File: src/verilog/rtc_map.vh
// Register map, field positions, reset values and sync counts of the real-time counter.
`ifndef RTC_MAP_VH
`define RTC_MAP_VH
// Register indices; the byte address on the bus is four times the index.
`define IDX_MAIN_CTRL 5'h00
`define IDX_SYNC_STATE 5'h01
`define IDX_EVENT_ENABLES 5'h02
`define IDX_EVENT_FLAGS 5'h03
`define IDX_WIDE_LATCH 5'h04
`define IDX_HALT_BEHAVIOUR 5'h05
`define IDX_SOURCE_SELECT 5'h07
`define IDX_COUNT_LO 5'h08
`define IDX_COUNT_HI 5'h09
`define IDX_LIMIT_LO 5'h0A
`define IDX_LIMIT_HI 5'h0B
`define IDX_MATCH_LO 5'h0C
`define IDX_MATCH_HI 5'h0D
`define IDX_TICK_CONTROL 5'h10
`define IDX_TICK_SYNC_STATE 5'h11
`define IDX_EVENT_CLEAR 5'h16
// Field positions.
`define BIT_WRAP_EVENT 0
`define BIT_MATCH_EVENT 1
`define BIT_COUNTER_ON 0
`define PRESCALE_LSB 3
`define PRESCALE_MSB 6
`define BIT_RUN_WHILE_HALTED 0
`define BIT_TICK_TIMER_ON 0
`define INTERVAL_LSB 3
`define INTERVAL_MSB 6
// Reset values.
`define RST_BYTE 8'h00
`define RST_COUNT 16'h0000
`define RST_LIMIT 16'hFFFF
`define RST_MATCH 16'h0000
// Interval codes with no tick.
`define INTERVAL_OFF 4'h0
`define INTERVAL_RESERVED 4'hF
// Counter-clock edges between a register write and its effect.
`define SYNC_STAGES 2'h2
// Bus answers.
`define RESP_OKAY 2'h0
`define RESP_SLVERR 2'h2
`endif

File: src/verilog/edge_sync.v
// Two-flop synchroniser with rising-edge pulses for a group of pin levels.
`timescale 1ns/1ps
`default_nettype none
module edge_sync #(
  parameter W = 5
) (
  input wire clk_i,
  input wire rst_n_i,
  input wire [W-1:0] d_i,
  output wire [W-1:0] q_o,
  output wire [W-1:0] rise_o
);
  reg [W-1:0] meta_r;
  reg [W-1:0] sync_r;
  reg [W-1:0] prev_r;

  // The first stage feeds only the second; edge detection looks at later stages.
  always @(posedge clk_i or negedge rst_n_i) begin
    if (!rst_n_i) begin
      meta_r <= {W{1'b0}};
      sync_r <= {W{1'b0}};
      prev_r <= {W{1'b0}};
    end else begin
      meta_r <= d_i;
      sync_r <= meta_r;
      prev_r <= sync_r;
    end
  end

  // One-cycle pulse on each rising level.
  assign q_o = sync_r;
  assign rise_o = sync_r & ~prev_r;
endmodule // edge_sync
`default_nettype wire

File: src/verilog/prescale_tap.v
// Free-running binary divider that emits one pulse every 2^code enable pulses.
`timescale 1ns/1ps
`default_nettype none
module prescale_tap (
  input wire clk_i,
  input wire rst_n_i,
  input wire en_i,
  input wire clr_i,
  input wire [3:0] code_i,
  output wire tick_o
);
  reg [14:0] cnt_r;
  wire [14:0] low_ones;

  // Bit i only matters when the division needs it, so code 0 passes every pulse.
  genvar i;
  generate
    for (i = 0; i < 15; i = i + 1) begin : g_tap
      localparam [3:0] POS = i;
      assign low_ones[i] = cnt_r[i] | (code_i <= POS);
    end
  endgenerate

  // Counting from a cleared state keeps the first period full length.
  always @(posedge clk_i or negedge rst_n_i) begin
    if (!rst_n_i) begin
      cnt_r <= 15'h0000;
    end else if (clr_i) begin
      cnt_r <= 15'h0000;
    end else if (en_i) begin
      cnt_r <= cnt_r + 15'h0001;
    end
  end

  assign tick_o = en_i & (&low_ones);
endmodule // prescale_tap
`default_nettype wire

File: src/verilog/rtc_core.v
// Real-time counter with wrap and match events, periodic tick and AXI4-Lite registers.
`timescale 1ns/1ps
`default_nettype none
`include "rtc_map.vh"
module rtc_core (
  input wire clk_i,
  input wire resetn_i,
  input wire [7:0] s_axi_awaddr,
  input wire s_axi_awvalid,
  output wire s_axi_awready,
  input wire [31:0] s_axi_wdata,
  input wire [3:0] s_axi_wstrb,
  input wire s_axi_wvalid,
  output wire s_axi_wready,
  output wire [1:0] s_axi_bresp,
  output wire s_axi_bvalid,
  input wire s_axi_bready,
  input wire [7:0] s_axi_araddr,
  input wire s_axi_arvalid,
  output wire s_axi_arready,
  output wire [31:0] s_axi_rdata,
  output wire [1:0] s_axi_rresp,
  output wire s_axi_rvalid,
  input wire s_axi_rready,
  input wire slow_osc_i,
  input wire khz_tap_i,
  input wire crystal_i,
  input wire ext_pin_i,
  input wire cpu_halted_i,
  output wire irq_o,
  output wire tick_o
);
  reg [1:0] rst_sync_r;
  wire rst_n;
  wire [4:0] pin_lvl;
  wire [4:0] pin_rise;
  wire src_edge;
  // Software-visible configuration.
  reg [7:0] main_ctrl_r;
  reg [7:0] main_ctrl_act_r;
  reg [1:0] event_enables_r;
  reg [1:0] event_flags_r;
  reg [1:0] event_flags_nxt;
  reg [7:0] temp_r;
  reg halt_behaviour_r;
  reg [1:0] source_select_r;
  reg [15:0] count_r;
  reg [15:0] count_sh_r;
  reg [15:0] limit_r;
  reg [15:0] limit_sh_r;
  reg [15:0] match_r;
  reg [15:0] match_sh_r;
  reg [7:0] tick_control_r;
  reg [7:0] tick_act_r;
  // Synchronisation of items: 0 control, 1 count, 2 limit, 3 match, 4 tick control.
  reg [4:0] pend_r;
  reg [9:0] stage_r;
  wire [4:0] wr_item;
  wire [4:0] apply;
  // Bus state.
  reg awready_r;
  reg wready_r;
  reg aw_held_r;
  reg w_held_r;
  reg [4:0] wr_idx_r;
  reg [7:0] wr_data_r;
  reg wr_lane_r;
  reg bvalid_r;
  reg [1:0] bresp_r;
  reg arready_r;
  reg rvalid_r;
  reg [7:0] rdata_r;
  reg [1:0] rresp_r;
  reg [7:0] rd_byte;
  reg rd_ok;
  reg wr_ok;
  wire do_wr;
  wire wen;
  wire rd_take;
  wire [4:0] rd_idx;
  // Counter datapath.
  wire run;
  wire cnt_tick;
  wire at_limit;
  wire [15:0] count_inc;
  wire [1:0] evt_set;
  wire [1:0] evt_clr;
  wire tick_ok;
  wire [3:0] interval;
  wire pit_hit;
  reg irq_r;
  reg tick_r;

  // Reset asserts at once and releases through two flops.
  always @(posedge clk_i or negedge resetn_i) begin
    if (!resetn_i) begin
      rst_sync_r <= 2'b00;
    end else begin
      rst_sync_r <= {rst_sync_r[0], 1'b1};
    end
  end
  assign rst_n = rst_sync_r[1];

  // Source pins and the halt level come from outside this clock's domain.
  edge_sync #(.W(5)) u_pins (
    .clk_i(clk_i),
    .rst_n_i(rst_n),
    .d_i({cpu_halted_i, ext_pin_i, crystal_i, khz_tap_i, slow_osc_i}),
    .q_o(pin_lvl),
    .rise_o(pin_rise)
  );

  // Each rising edge of the selected source is one counter-clock cycle.
  assign src_edge = pin_rise[source_select_r];
  assign run = ~pin_lvl[4] | halt_behaviour_r;

  // Prescaler divides the counter clock before the counter sees it.
  prescale_tap u_prescale (
    .clk_i(clk_i),
    .rst_n_i(rst_n),
    .en_i(src_edge & run & main_ctrl_act_r[`BIT_COUNTER_ON]),
    .clr_i(~main_ctrl_act_r[`BIT_COUNTER_ON]),
    .code_i(main_ctrl_act_r[`PRESCALE_MSB:`PRESCALE_LSB]),
    .tick_o(cnt_tick)
  );

  // Interval n ticks every 2^(n+1) source edges; off and reserved codes stop it.
  assign interval = tick_act_r[`INTERVAL_MSB:`INTERVAL_LSB];
  assign tick_ok = tick_act_r[`BIT_TICK_TIMER_ON] & (interval != `INTERVAL_OFF) &
                   (interval != `INTERVAL_RESERVED);
  prescale_tap u_tick (
    .clk_i(clk_i),
    .rst_n_i(rst_n),
    .en_i(src_edge & tick_ok),
    .clr_i(~tick_ok),
    .code_i(interval + 4'h1),
    .tick_o(pit_hit)
  );

  // Bus write happens once both address and data are held.
  assign do_wr = aw_held_r & w_held_r & ~bvalid_r;
  assign wen = do_wr & wr_lane_r;
  assign wr_item[0] = wen & (wr_idx_r == `IDX_MAIN_CTRL);
  assign wr_item[1] = wen & (wr_idx_r == `IDX_COUNT_HI);
  assign wr_item[2] = wen & (wr_idx_r == `IDX_LIMIT_HI);
  assign wr_item[3] = wen & (wr_idx_r == `IDX_MATCH_HI);
  assign wr_item[4] = wen & (wr_idx_r == `IDX_TICK_CONTROL);

  // A written value waits two counter-clock edges before it reaches the active copy.
  // Rewriting while busy restarts the wait, which is why software must poll busy.
  genvar g;
  generate
    for (g = 0; g < 5; g = g + 1) begin : g_sync
      assign apply[g] = pend_r[g] & src_edge & (stage_r[2*g+1:2*g] == 2'h1);
      always @(posedge clk_i or negedge rst_n) begin
        if (!rst_n) begin
          pend_r[g] <= 1'b0;
          stage_r[2*g+1:2*g] <= 2'h0;
        end else if (wr_item[g]) begin
          pend_r[g] <= 1'b1;
          stage_r[2*g+1:2*g] <= `SYNC_STAGES;
        end else if (pend_r[g] & src_edge) begin
          pend_r[g] <= ~apply[g];
          stage_r[2*g+1:2*g] <= stage_r[2*g+1:2*g] - 2'h1;
        end
      end
    end
  endgenerate

  // Counter steps per prescaled tick and reloads zero after equalling the limit.
  assign at_limit = (count_r == limit_r);
  assign count_inc = at_limit ? 16'h0000 : count_r + 16'h0001;
  assign evt_set[`BIT_WRAP_EVENT] = cnt_tick & at_limit & ~apply[1];
  assign evt_set[`BIT_MATCH_EVENT] = cnt_tick & ~apply[1] & (count_inc == match_r);
  assign evt_clr = (wen & ((wr_idx_r == `IDX_EVENT_FLAGS) | (wr_idx_r == `IDX_EVENT_CLEAR))) ?
                   wr_data_r[1:0] : 2'b00;

  // A set in the clearing cycle wins so no event is lost.
  always @* begin
    event_flags_nxt = (event_flags_r & ~evt_clr) | evt_set;
  end

  // Active copies of synchronised registers and the live count.
  always @(posedge clk_i or negedge rst_n) begin
    if (!rst_n) begin
      main_ctrl_act_r <= `RST_BYTE;
      count_r <= `RST_COUNT;
      limit_r <= `RST_LIMIT;
      match_r <= `RST_MATCH;
      tick_act_r <= `RST_BYTE;
      event_flags_r <= 2'b00;
      irq_r <= 1'b0;
      tick_r <= 1'b0;
    end else begin
      if (apply[0]) begin
        main_ctrl_act_r <= main_ctrl_r;
      end
      if (apply[1]) begin
        count_r <= count_sh_r;
      end else if (cnt_tick) begin
        count_r <= count_inc;
      end
      if (apply[2]) begin
        limit_r <= limit_sh_r;
      end
      if (apply[3]) begin
        match_r <= match_sh_r;
      end
      if (apply[4]) begin
        tick_act_r <= tick_control_r;
      end
      event_flags_r <= event_flags_nxt;
      irq_r <= |(event_flags_nxt & event_enables_r);
      tick_r <= pit_hit;
    end
  end

  // Software-written copies; 16-bit values commit on the high byte with the latched low.
  always @(posedge clk_i or negedge rst_n) begin
    if (!rst_n) begin
      main_ctrl_r <= `RST_BYTE;
      event_enables_r <= 2'b00;
      halt_behaviour_r <= 1'b0;
      source_select_r <= 2'b00;
      count_sh_r <= `RST_COUNT;
      limit_sh_r <= `RST_LIMIT;
      match_sh_r <= `RST_MATCH;
      tick_control_r <= `RST_BYTE;
    end else if (wen) begin
      case (wr_idx_r)
        `IDX_MAIN_CTRL: main_ctrl_r <= {wr_data_r[7:3], 2'b00, wr_data_r[0]};
        `IDX_EVENT_ENABLES: event_enables_r <= wr_data_r[1:0];
        `IDX_HALT_BEHAVIOUR: halt_behaviour_r <= wr_data_r[`BIT_RUN_WHILE_HALTED];
        `IDX_SOURCE_SELECT: source_select_r <= wr_data_r[1:0];
        `IDX_COUNT_HI: count_sh_r <= {wr_data_r, temp_r};
        `IDX_LIMIT_HI: limit_sh_r <= {wr_data_r, temp_r};
        `IDX_MATCH_HI: match_sh_r <= {wr_data_r, temp_r};
        `IDX_TICK_CONTROL: tick_control_r <= {1'b0, wr_data_r[6:3], 2'b00, wr_data_r[0]};
        default: main_ctrl_r <= main_ctrl_r;
      endcase
    end
  end

  // Reads of a low byte latch the high byte so a following high read is coherent.
  assign rd_idx = s_axi_araddr[6:2];
  assign rd_take = s_axi_arvalid & arready_r;
  always @(posedge clk_i or negedge rst_n) begin
    if (!rst_n) begin
      temp_r <= `RST_BYTE;
    end else if (wen & ((wr_idx_r == `IDX_COUNT_LO) | (wr_idx_r == `IDX_LIMIT_LO) |
                        (wr_idx_r == `IDX_MATCH_LO) | (wr_idx_r == `IDX_WIDE_LATCH))) begin
      temp_r <= wr_data_r;
    end else if (rd_take & (rd_idx == `IDX_COUNT_LO) & ~s_axi_araddr[7]) begin
      temp_r <= count_r[15:8];
    end else if (rd_take & (rd_idx == `IDX_LIMIT_LO) & ~s_axi_araddr[7]) begin
      temp_r <= limit_sh_r[15:8];
    end else if (rd_take & (rd_idx == `IDX_MATCH_LO) & ~s_axi_araddr[7]) begin
      temp_r <= match_sh_r[15:8];
    end
  end

  // Read decode; high bytes of 16-bit registers return the latch.
  always @* begin
    rd_byte = 8'h00;
    rd_ok = ~s_axi_araddr[7];
    case (rd_idx)
      `IDX_MAIN_CTRL: rd_byte = main_ctrl_r;
      `IDX_SYNC_STATE: rd_byte = {4'h0, pend_r[3:0]};
      `IDX_EVENT_ENABLES: rd_byte = {6'h00, event_enables_r};
      `IDX_EVENT_FLAGS: rd_byte = {6'h00, event_flags_r};
      `IDX_WIDE_LATCH: rd_byte = temp_r;
      `IDX_HALT_BEHAVIOUR: rd_byte = {7'h00, halt_behaviour_r};
      `IDX_SOURCE_SELECT: rd_byte = {6'h00, source_select_r};
      `IDX_COUNT_LO: rd_byte = count_r[7:0];
      `IDX_LIMIT_LO: rd_byte = limit_sh_r[7:0];
      `IDX_MATCH_LO: rd_byte = match_sh_r[7:0];
      `IDX_COUNT_HI: rd_byte = temp_r;
      `IDX_LIMIT_HI: rd_byte = temp_r;
      `IDX_MATCH_HI: rd_byte = temp_r;
      `IDX_TICK_CONTROL: rd_byte = tick_control_r;
      `IDX_TICK_SYNC_STATE: rd_byte = {7'h00, pend_r[4]};
      `IDX_EVENT_CLEAR: rd_byte = 8'h00;
      default: rd_ok = 1'b0;
    endcase
  end

  // Writable indices; the flag, clear and enable registers are among them.
  always @* begin
    case (wr_idx_r)
      `IDX_MAIN_CTRL, `IDX_EVENT_ENABLES, `IDX_EVENT_FLAGS, `IDX_WIDE_LATCH: wr_ok = 1'b1;
      `IDX_HALT_BEHAVIOUR, `IDX_SOURCE_SELECT, `IDX_COUNT_LO, `IDX_COUNT_HI: wr_ok = 1'b1;
      `IDX_LIMIT_LO, `IDX_LIMIT_HI, `IDX_MATCH_LO, `IDX_MATCH_HI: wr_ok = 1'b1;
      `IDX_TICK_CONTROL, `IDX_EVENT_CLEAR: wr_ok = 1'b1;
      default: wr_ok = 1'b0;
    endcase
  end

  // Write channels are taken independently and answered once both are in.
  always @(posedge clk_i or negedge rst_n) begin
    if (!rst_n) begin
      awready_r <= 1'b0;
      wready_r <= 1'b0;
      aw_held_r <= 1'b0;
      w_held_r <= 1'b0;
      wr_idx_r <= 5'h00;
      wr_data_r <= 8'h00;
      wr_lane_r <= 1'b0;
      bvalid_r <= 1'b0;
      bresp_r <= `RESP_OKAY;
    end else begin
      if (s_axi_awvalid & awready_r) begin
        aw_held_r <= 1'b1;
        awready_r <= 1'b0;
        wr_idx_r <= s_axi_awaddr[7] ? 5'h1F : s_axi_awaddr[6:2];
      end else if (~aw_held_r & ~bvalid_r) begin
        awready_r <= 1'b1;
      end
      if (s_axi_wvalid & wready_r) begin
        w_held_r <= 1'b1;
        wready_r <= 1'b0;
        wr_data_r <= s_axi_wdata[7:0];
        wr_lane_r <= s_axi_wstrb[0];
      end else if (~w_held_r & ~bvalid_r) begin
        wready_r <= 1'b1;
      end
      if (do_wr) begin
        aw_held_r <= 1'b0;
        w_held_r <= 1'b0;
        bvalid_r <= 1'b1;
        bresp_r <= wr_ok ? `RESP_OKAY : `RESP_SLVERR;
      end else if (bvalid_r & s_axi_bready) begin
        bvalid_r <= 1'b0;
      end
    end
  end

  // Read answers one cycle after the address is taken and holds until accepted.
  always @(posedge clk_i or negedge rst_n) begin
    if (!rst_n) begin
      arready_r <= 1'b0;
      rvalid_r <= 1'b0;
      rdata_r <= 8'h00;
      rresp_r <= `RESP_OKAY;
    end else if (rd_take) begin
      arready_r <= 1'b0;
      rvalid_r <= 1'b1;
      rdata_r <= rd_byte;
      rresp_r <= rd_ok ? `RESP_OKAY : `RESP_SLVERR;
    end else if (rvalid_r & s_axi_rready) begin
      rvalid_r <= 1'b0;
      arready_r <= 1'b1;
    end else if (~rvalid_r) begin
      arready_r <= 1'b1;
    end
  end

  assign s_axi_awready = awready_r;
  assign s_axi_wready = wready_r;
  assign s_axi_bvalid = bvalid_r;
  assign s_axi_bresp = bresp_r;
  assign s_axi_arready = arready_r;
  assign s_axi_rvalid = rvalid_r;
  assign s_axi_rdata = {24'h000000, rdata_r};
  assign s_axi_rresp = rresp_r;
  assign irq_o = irq_r;
  assign tick_o = tick_r;
endmodule // rtc_core
`default_nettype wire

File: config.mk
export PLATFORM = sky130hd
export DESIGN_NAME = rtc_core
export DESIGN_NICKNAME = d
export VERILOG_FILES = /design/src/verilog/edge_sync.v /design/src/verilog/prescale_tap.v /design/src/verilog/rtc_core.v
export VERILOG_INCLUDE_DIRS = /design/src /design/src/verilog
export SDC_FILE = /design/constraint.sdc
export NUM_CORES = 1
export LEC_CHECK = 0
export ABC_AREA = 1
export BUFFER_PORTS_ARGS = -buffer_cell sky130_fd_sc_hd__buf_2
export CORE_MARGIN = 4
export CORE_UTILIZATION = 40
export DETAILED_ROUTE_END_ITERATION = 10
export PLACE_DENSITY = 0.63
export SLEW_MARGIN = 20
export SYNTH_ARGS = -nofsm -noshare
export SYNTH_HDL_FRONTEND = slang
export SYNTH_SLANG_ARGS = --single-unit
File: constraint.sdc
create_clock -name clk_i -period 14.7 [get_ports clk_i]
set_input_delay 0.735 -clock clk_i [delete_from_list [all_inputs] [get_ports clk_i]]
set_output_delay 0.735 -clock clk_i [all_outputs]
set_load 0.01 [all_outputs]
==> results of run 1 <==
==> layer usage <==
metal | part of all wire | GRT usage | up-vias
met4 | 0.031 | 0.0563 | 0
met3 | 0.059 | 0.0268 | 54
met2 | 0.44 | 0.292 | 259
met1 | 0.47 | 0.267 | 4298
li1 | - | - | 4495
met5 | 0 | 0 | -
==> power breakdown <==
part	internal [W]	switching, W
logic	0.000216	0.000425
clock network	0.000395	0.000252
registers	0.000828	0.000144
==> through the flow <==
stage                     hold WS [ps]  cell area (µm²)  utilization  instances
after floorplan                    331            11200            -       1373
after global placement             334            11700        0.429       1746
after detailed placement           335            11700        0.429       1746
after CTS                          293            12500        0.461       1793
after global routing               289            12600        0.462       1794
final                              269            12600        0.462       1794
==> what timing repair did <==
| action | CTS | global route |
|---|---|---|
| resized for setup | 0 | 0 |
| endpoints found under the hold margin | 2 | 0 |
| setup buffers | 0 | 0 |
| hold buffers | 1 | 0 |
==> sequential cells by signal (all words and copies together), names as in the netlist, 6 cells and up <==
signal / flops
wr_data_r: 8
match_r: 16
limit_sh_r: 16
u_tick.cnt_r: 15
stage_r: 10
limit_r: 16
count_sh_r: 16
match_sh_r: 16
u_prescale.cnt_r: 15
rdata_r: 8
temp_r: 8
count_r: 16
main_ctrl_r: 6
==> worst max-delay path, cell delays in order, from the launching register on <==
cell	delay, ps
sky130_fd_sc_hd__dfrtp_1	360
sky130_fd_sc_hd__nand2_1	300
sky130_fd_sc_hd__nor2_1	550
sky130_fd_sc_hd__nand4_1	790
sky130_fd_sc_hd__o221ai_1	470
sky130_fd_sc_hd__o221ai_1	170
==> cells by family (layout without fill, tap and decap cells) <==
| group | after synthesis | in the layout | share of synthesized area |
|---|---|---|---|
| muxes | 6 | 6 | 0.00607 |
| AOI/OAI and AO/OA | 304 | 304 | 0.157 |
| xor gates and xnor gates | 11 | 11 | 0.00933 |
| adders and majority gates | 11 | 11 | 0.0124 |
| other | 2 | 27 | 0.000675 |
| buffers and inverters | 246 | 295 | 0.0935 |
| DFF | 226 | 226 | 0.512 |
| and+or+nand+nor | 542 | 542 | 0.209 |
==> synth_stat cells, drive strengths merged <==
library cell	instances
a2111oi	1
a211oi	7
a21boi	2
a21o	1
a21oi	52
a221oi	6
a22oi	2
a311oi	1
a31oi	1
a32oi	1
a41oi	1
and3	1
buf	32
clkbuf	22
clkinv	6
conb	2
dfrtp	194
dfstp	32
ha	11
inv	186
mux2	6
nand2	353
nand3	39
nand3b	11
nand4	13
nor2	93
nor3	22
nor3b	4
nor4	6
o2111ai	1
o211ai	1
o21a	8
o21ai	173
o221ai	27
o22ai	15
o311ai	1
o31ai	2
o32ai	1
xor2	11
==> layout make-up <==
type / count / area, µm²
sequential: 226 / 5700
multi-input combinational: 901 / 4490
tap: 372 / 465
clock buffer: 35 / 723
inverter: 192 / 721
clock inverter: 11 / 136
fill: 2694 / 14600
timing repair buffer: 57 / 328
==> how the worst max path moves through the flow <==
stage                             start         to  slack (ps)
after floorplan           rst_sync_r[1]  aw_held_r        7990
after global placement    s_axi_arvalid  temp_r[5]       11490
after detailed placement  s_axi_arvalid  temp_r[6]       11450
after CTS                 s_axi_arready  temp_r[6]       11900
after global routing      s_axi_arready  temp_r[6]       11560
final                     s_axi_arready  temp_r[6]       11920
==> flow_summary.ini, run 1 <==
[status]
run_status = finished clean

[grt]
grt.total_usage = 0.186
grt_first_pass_wirelength_um = 46400
grt_pass1_vias = 8826
antenna_found_initial = 0
globalRouteOverflowTotal = 0
maximum_number_of_pins_on_one_net_before_global_route_repair = 85

[timing]
rsz0062_at_grt = false
finalHoldViolations = 0
worst_margin_pin_slew_ps = 926
fin_crit_ps = 2790
finalCritPeriodShare = 0.189
worst_slew_margin_rel = 0.383
maxClockFrequency_ghz = 0.359
setup_slack_ps = 11920
setup_tns_ps = 0
final-max-slew-violation-count = 0
clock-skew-final_ps = 13.6
setup_viol = 0

[clock_tree]
htree_num_levels = 1
cts_max_path_buffers = 3
tritoncts_clock_tree = built
clock_pin_slew_on_the_worst_setup_and_hold_paths_ps = 60
worstSkewPairLatency_ps = 530
cts_root_buffer = sky130_fd_sc_hd__clkbuf_16
number_of_clock_sinks_seen_by_cts = 226
numCtsBuffers = 25

[critical_path]
r2r-end = temp_r[6]
worstPathArrival_ps = 3160
critPathRequiredTime_ps = 15080
timing.rr.start = s_axi_arready
crit_type = reg2reg
critPathLaunchType = flop
reg2reg_slack_ps = 11920
cp-end-kind = flop
r2r_cells = 5
timing.critical_path.fanout_max = 18

[floorplanning]
coreArea_mm2 = 0.0272
row_count = 60
die_area_mm2 = 0.0306
die_y_um = 175
effective_utilization_at_floorplan = 0.409
boundaryPins = 107
die_w_um = 175

[routing]
post_drt_wl_per_cell_um = 15.8
drc = 0
detailedRoute.firstIterationViolations = 687
postRouteAntennaNets = 0
detail_route.vias_per_cell = 5.08
postRouteWirelength_um = 28300
drt-pass1-iter-count = 5
dr_total_vias = 9106

[min_path]
hp-class = reg2async

[placement]
io_buffers = 49
globalplace.congestion = 0.934
dp.final_hpwl_um = 20000
dp_worst_setup_slack_ps = 11450

[power_and_ir_drop]
power.total_w = 0.00226
leak_nw = 5.70
p_per_area_mw_per_mm2 = 180
vdd_drop_max_uv = 92.6

[yosys]
yosysSeqAreaShare = 0.512
post-synth-top-area-cell = sky130_fd_sc_hd__dfrtp_1
netlist-cell-type-count = 53
synthCells = 1348
yosysWarningCount = 0
netlist_top_cells_area = sky130_fd_sc_hd__dfrtp_1 44%, sky130_fd_sc_hd__nand2_1 12%, sky130_fd_sc_hd__o21ai_0 7.6%
syn-cell-area_mm2 = 0.0111
ys_seq_elements = 226
synth.avg_cell_area_um2 = 8.26
synth.top_cell.area_share = 0.436

[layout]
num_antenna_cells = 0
drive_gt1_frac = 0.120
area_growth_from_synthesis_to_layout_pct = 12.9
num-nets-final = 1478
layout.cells.most_common = sky130_fd_sc_hd__nand2_1
layout.cells.most_common_list = 344 x sky130_fd_sc_hd__nand2_1, 193 x sky130_fd_sc_hd__dfrtp_1, 180 x sky130_fd_sc_hd__inv_1

[run]
drv.max_cap_violation_count = 0
No activity file was read; power rests on OpenSTA's default activity.
==> run 2, diff against run 1 <==
- ABC_AREA: 1 -> 0
- PLACE_DENSITY: 0.63 -> 0.62
- clock period: 14.7 -> 2.7 ns (I/O delays scaled with it)
==> flow_summary.ini, run 2 <==
[status]
run_status = finished clean

[yosys]
netlist-cell-type-count = 79
ys_seq_elements = 226
async_sr_flop_fraction = 1.00
synthCells = 1063
yosysWarningCount = 0
post-synth-top-area-cell = sky130_fd_sc_hd__dfrtp_1
syn-cell-area_mm2 = 0.0115
yosysSeqAreaShare = 0.493
synth_enable_flop_cells = 0
post_synth_most_frequent_cells = 194 x sky130_fd_sc_hd__dfrtp_1, 115 x sky130_fd_sc_hd__mux2_2, 78 x sky130_fd_sc_hd__nand2_1
postSynth.topFlopCell = sky130_fd_sc_hd__dfrtp_1
synthMostInstantiatedCell = sky130_fd_sc_hd__dfrtp_1
netlist_top_cells_area = sky130_fd_sc_hd__dfrtp_1 42%, sky130_fd_sc_hd__mux2_2 11%, sky130_fd_sc_hd__dfstp_2 7.3%
synth.avg_cell_area_um2 = 10.9
synth.top_cell.area_share = 0.420

[critical_path]
cp-end-kind = flop
crit_type = reg2reg
worstPathArrival_ps = 3000
crit_path_top_delay_cell = sky130_fd_sc_hd__dfrtp_1
critical-path-max-stage-delay_ps = 520
timing.critical_path.fanout_max = 7
critPathRequiredTime_ps = 3140
critPathLaunchType = flop
crit_path_cell_trace = xor2_1 -> nor4_2 -> and4_1 -> buf_4 -> buf_4 -> or4_1 -> o211ai_1 -> nand4_1 -> o21ai_1
cell_mode_on_critical_path = sky130_fd_sc_hd__buf_4

[placement]
dp.final_hpwl_um = 19700
placedCellCount = 1486
globalplace.congestion = 0.885
io_buffers = 49
dp_worst_setup_slack_ps = 172

[power_and_ir_drop]
p_sw_w = 0.00377
power_frac_seq = 0.441
switching_power_as_a_share_of_total_power = 0.327
p_per_area_mw_per_mm2 = 855
vdd_drop_max_uv = 578
leak_nw = 6.15
combinationalPowerShare = 0.257
clkPwrFrac = 0.301
power_report.internal_total_w = 0.00774

[clock_tree]
htree_num_levels = 1
cts_max_path_buffers = 3
tritoncts_clock_tree = built
cts_root_buffer = sky130_fd_sc_hd__clkbuf_16
clock_pin_slew_on_the_worst_setup_and_hold_paths_ps = 60
worstSkewPairLatency_ps = 530
numCtsBuffers = 25
post_cts.repair.setup_buffers = 0
number_of_clock_sinks_seen_by_cts = 226

[layout]
finalNonFillerCells = 1561
n_fill_cell = 2569
layout.cells.most_common = sky130_fd_sc_hd__dfrtp_1
layout.cells.most_common_list = 193 x sky130_fd_sc_hd__dfrtp_1, 115 x sky130_fd_sc_hd__mux2_2, 78 x sky130_fd_sc_hd__nand2_1
drive_gt1_frac = 0.262
num_antenna_cells = 0
num-nets-final = 1240
postLayoutCoreUtil = 0.478
area_growth_from_synthesis_to_layout_pct = 16.5

[grt]
grt_pass1_vias = 8242
grt.total_usage = 0.182
grt_first_pass_wirelength_um = 46100
antenna_found_initial = 0
globalRouteOverflowTotal = 0
maximum_number_of_pins_on_one_net_before_global_route_repair = 62

[routing]
detail_route.vias_per_cell = 5.35
wl_met3_um = 1610
drt-met1-wl_um = 13500
post_drt_wl_per_cell_um = 18.0
dr_total_vias = 8351
drt-pass1-iter-count = 6
postRouteWirelength_um = 28000
met2RoutedLength_um = 12200
top_metal_layer_carrying_routed_signals = met4
detailedRoute.firstIterationViolations = 504
postRouteAntennaNets = 0
drc = 0

[floorplanning]
effective_utilization_at_floorplan = 0.410
die_y_um = 178
die_w_um = 178
row_count = 61
boundaryPins = 107
coreArea_mm2 = 0.0282
die_area_mm2 = 0.0317

[timing]
worst_margin_pin_slew_ps = 650
setup_tns_ps = 0
final-max-slew-violation-count = 0
setup_slack_ps = 137
worst_slew_margin_rel = 0.567
finalHoldViolations = 0
clock-skew-final_ps = 21.3
finalCritPeriodShare = 0.949
setup_viol = 0
fin_crit_ps = 2560
rsz0062_at_grt = false
maxClockFrequency_ghz = 0.390

[min_path]
hp-class = in2reg

[run]
drv.max_cap_violation_count = 0
[run 2: changes by cell type after synthesis, sizes merged, moves of 13 or more]
cell    before  now
a21oi       52   30
and2         0   22
buf         32   58
inv        186   21
mux2         6  116
mux2i        0   22
nand2      353   78
nand2b       0   13
nor2        93   69
o21ai      173   56
o221ai      27    2
xnor2        0   30
xor2        11   37
[run 2: cell type report]
type	count	area, µm²	share of cell area
clock buffer	38	744	0.0553
clock inverter	7	95.1	0.00707
sequential	226	5700	0.424
tap	378	473	0.0352
multi-input combinational	758	5370	0.399
timing repair buffer	133	988	0.0735
inverter	21	78.8	0.00586
[run 2: critical path, delay by kind of cell (launching register included)]
| family | cells | cell delay [ps] |
|---|---|---|
| AO/OA/AOI/OAI | 2 | 300 |
| XOR/XNOR | 1 | 330 |
| buffers and inverters | 2 | 300 |
| flip-flops | 1 | 520 |
| AND/OR/NAND/NOR | 4 | 1010 |
[run 2: cell families after synthesis]
group	Yosys count	synth area share
simple gates	323	0.147
flops	226	0.493
compound gates	190	0.111
mux	139	0.134
buf+inv	104	0.0499
xor+xnor	68	0.0528
fa+ha+maj	11	0.0119
other cells	2	0.000650
[run 2: timing repair]
action / in CTS / in global routing
endpoints found under the hold margin: 26 / 0
gates resized for setup: 0 / 1
hold buffers: 30 / 0
endpoints found under the setup margin: 0 / 2
[run 2: metrics by stage]
step	total power, W	hold WS (ps)	instance area (µm²)
after floorplan	0.00674	-161	11600
after global placement	0.00795	-80.1	12300
after detailed placement	0.00804	-76.1	12300
after CTS	0.0116	53.4	13400
after global routing	0.0121	78.0	13500
final	0.0115	57.6	13500
[run 2: metal layers]
metal  track usage  up-vias
met3        0.0294       47
met1         0.270     4117
li1              -     3969
met5             0        -
met2         0.278      218
met4        0.0467        0
[run 2: final timing paths]
check,startpoint,to,slack (ps),depth (start not counted)
max in group asynchronous,rst_sync_r[1],wr_lane_r,1620,1
max reg2reg,count_r[3],event_flags_r[1],140,9
max,count_r[3],event_flags_r[1],140,9
min reg2reg,rst_sync_r[1],main_ctrl_r[6],290,0
min in group asynchronous,rst_sync_r[1],main_ctrl_r[6],290,0
min,s_axi_arvalid,s_axi_rvalid,60,4
[run 2: power groups by stage]
stage               Combinational [W]  Clock [W]  Sequential (W)
floorplan                     0.00202          0         0.00472
global placement              0.00287          0         0.00509
detailed placement            0.00292          0         0.00511
CTS                           0.00298    0.00352         0.00507
global route                  0.00326    0.00369         0.00518
finish                        0.00296    0.00347         0.00508
==> run 3, diff against run 2 <==
- BUFFER_PORTS_ARGS: -buffer_cell sky130_fd_sc_hd__buf_2 -> unset
- CORE_UTILIZATION: 40 -> 29
- DONT_BUFFER_PORTS: unset -> 1
- PLACE_DENSITY: 0.62 -> 0.48
==> flow_summary.ini, run 3 (synthesized netlist as in run 2, its figures left out) <==
[layout]
drive_gt1_frac = 0.233
layout.cells.most_common_list = 188 x sky130_fd_sc_hd__dfrtp_1, 115 x sky130_fd_sc_hd__mux2_2, 78 x sky130_fd_sc_hd__nand2_1
num-nets-final = 1198
layout.cells.most_common = sky130_fd_sc_hd__dfrtp_1
postLayoutCoreUtil = 0.347
area_growth_from_synthesis_to_layout_pct = 17.2
num_antenna_cells = 0
finalInstanceArea_mm2 = 0.0135

[critical_path]
crit_type = reg2reg
crit_path_cell_trace = xor2_1 -> nor4_2 -> and4_1 -> buf_4 -> or3_1 -> buf_12 -> buf_4 -> o41ai_1 -> a21o_1
crit_path_top_delay_cell = sky130_fd_sc_hd__dfstp_2
worstPathArrival_ps = 3050
cp-end-kind = flop
critPathRequiredTime_ps = 3170
r2r_cells = 9
timing.rr.start = limit_r[15]
critical-path-max-stage-delay_ps = 540
cell_mode_on_critical_path = sky130_fd_sc_hd__buf_4
critPathLaunchType = flop
critical_path.startpoint = limit_r[15]
timing.critical_path.fanout_max = 9

[placement]
io_buffers = 0
dp_worst_setup_slack_ps = 135
globalplace.congestion = 0.819
dp.final_hpwl_um = 21500
dpl_cell_area_mm2 = 0.0122

[min_path]
holdCritStartpoint = s_axi_araddr[4]
hold_critical_path_depth = 4
hp-class = in2reg

[timing]
maxClockFrequency_ghz = 0.388
fin_crit_ps = 2570
clock-skew-final_ps = 18.8
finalCritPeriodShare = 0.953
finalHoldViolations = 0
setup_viol = 0
worst_margin_pin_slew_ps = 680
final-max-slew-violation-count = 0
setup_slack_ps = 126
worst_slew_margin_rel = 0.542
setup_tns_ps = 0

[routing]
postRouteWirelength_um = 30600
dr_total_vias = 8187
detailedRoute.firstIterationViolations = 535
drc = 0
post_drt_wl_per_cell_um = 18.4
detail_route.vias_per_cell = 4.93
drt-pass1-iter-count = 5
postRouteAntennaNets = 0

[clock_tree]
number_of_clock_sinks_seen_by_cts = 226
tritoncts_clock_tree = built
clock_pin_slew_on_the_worst_setup_and_hold_paths_ps = 60
cts_root_buffer = sky130_fd_sc_hd__clkbuf_16
numCtsBuffers = 27
post_cts.repair.setup_buffers = 0
worstSkewPairLatency_ps = 550
cts_max_path_buffers = 3
htree_num_levels = 1

[power_and_ir_drop]
p_per_area_mw_per_mm2 = 858
leak_nw = 5.99
vdd_drop_max_uv = 658
power.total_w = 0.0116

[status]
run_status = finished clean

[run]
drv.max_cap_violation_count = 0

[grt]
grt_first_pass_wirelength_um = 48600
grt_pass1_vias = 8204
maximum_number_of_pins_on_one_net_before_global_route_repair = 80
globalRouteOverflowTotal = 0
antenna_found_initial = 0
grt.total_usage = 0.139

[floorplanning]
die_w_um = 208
die_area_mm2 = 0.0431
row_count = 72
effective_utilization_at_floorplan = 0.296
boundaryPins = 107
die_y_um = 208
coreArea_mm2 = 0.0390
[run 3: cell types whose count changed in the layout (fill, tap and decap cells not counted), moves of 3 or more]
cell                            previous run  this run
sky130_fd_sc_hd__clkinv_2                  2         5
sky130_fd_sc_hd__dfrtp_1                 193       188
sky130_fd_sc_hd__buf_2                    49         0
sky130_fd_sc_hd__dfrtp_2                   0         5
sky130_fd_sc_hd__buf_4                    51        43
sky130_fd_sc_hd__dlygate4sd3_1            30        41
[run 3: power breakdown]
part           internal [W]  leakage [nW]  switching, W  total, W
logic               0.00137          2.68       0.00149   0.00285
registers           0.00419          2.88      0.000938   0.00513
clock network       0.00217         0.436       0.00146   0.00363
total               0.00773          5.99       0.00388    0.0116
[run 3: worst max-delay path, delay by kind of cell, from the launching register on]
kind / cells / cell delay (ps)
buf+inv: 3 / 480
xor+xnor: 1 / 350
simple gates: 3 / 770
compound gates: 2 / 370
flops: 1 / 540
[run 3: repair_timing]
action	4_1_cts	5_1_grt
setup endpoints to repair	0	4
endpoints found under the hold margin	34	0
resized for setup	0	8
hold buffers	41	0
[run 3: layout make-up]
class / count / area (µm²)
fill: 3888 / 25500
sequential: 226 / 5710
multi-input combinational: 758 / 5380
timing repair buffer: 89 / 833
clock buffer: 38 / 767
tap: 518 / 648
clock inverter: 11 / 119
inverter: 21 / 78.8
[run 3: worst paths after layout]
| path | endpoint | slack [ps] |
|---|---|---|
| worst max-delay path | count_r[9] | 130 |
| worst min register to register | u_prescale.cnt_r[0] | 310 |
| min in group asynchronous | u_prescale.cnt_r[0] | 310 |
| max in group asynchronous | count_r[7] | 1540 |
| worst min-delay path | rdata_r[7] | 40 |
| worst max register to register | count_r[9] | 130 |
[run 3: metrics by stage]
stage | instances | hold WS (ps)
2_1_floorplan | 1088 | -161
3_3_place_gp | 1571 | -161
3_5_place_dp | 1571 | -161
4_1_cts | 1661 | 10.8
5_1_grt | 1661 | 55.6
6_report | 1661 | 38.9
[run 3: routing by layer]
layer	GRT usage	share of wire
met1	0.208	0.50
met2	0.206	0.43
met3	0.0329	0.056
met4	0.0287	0.018
met5	0	0
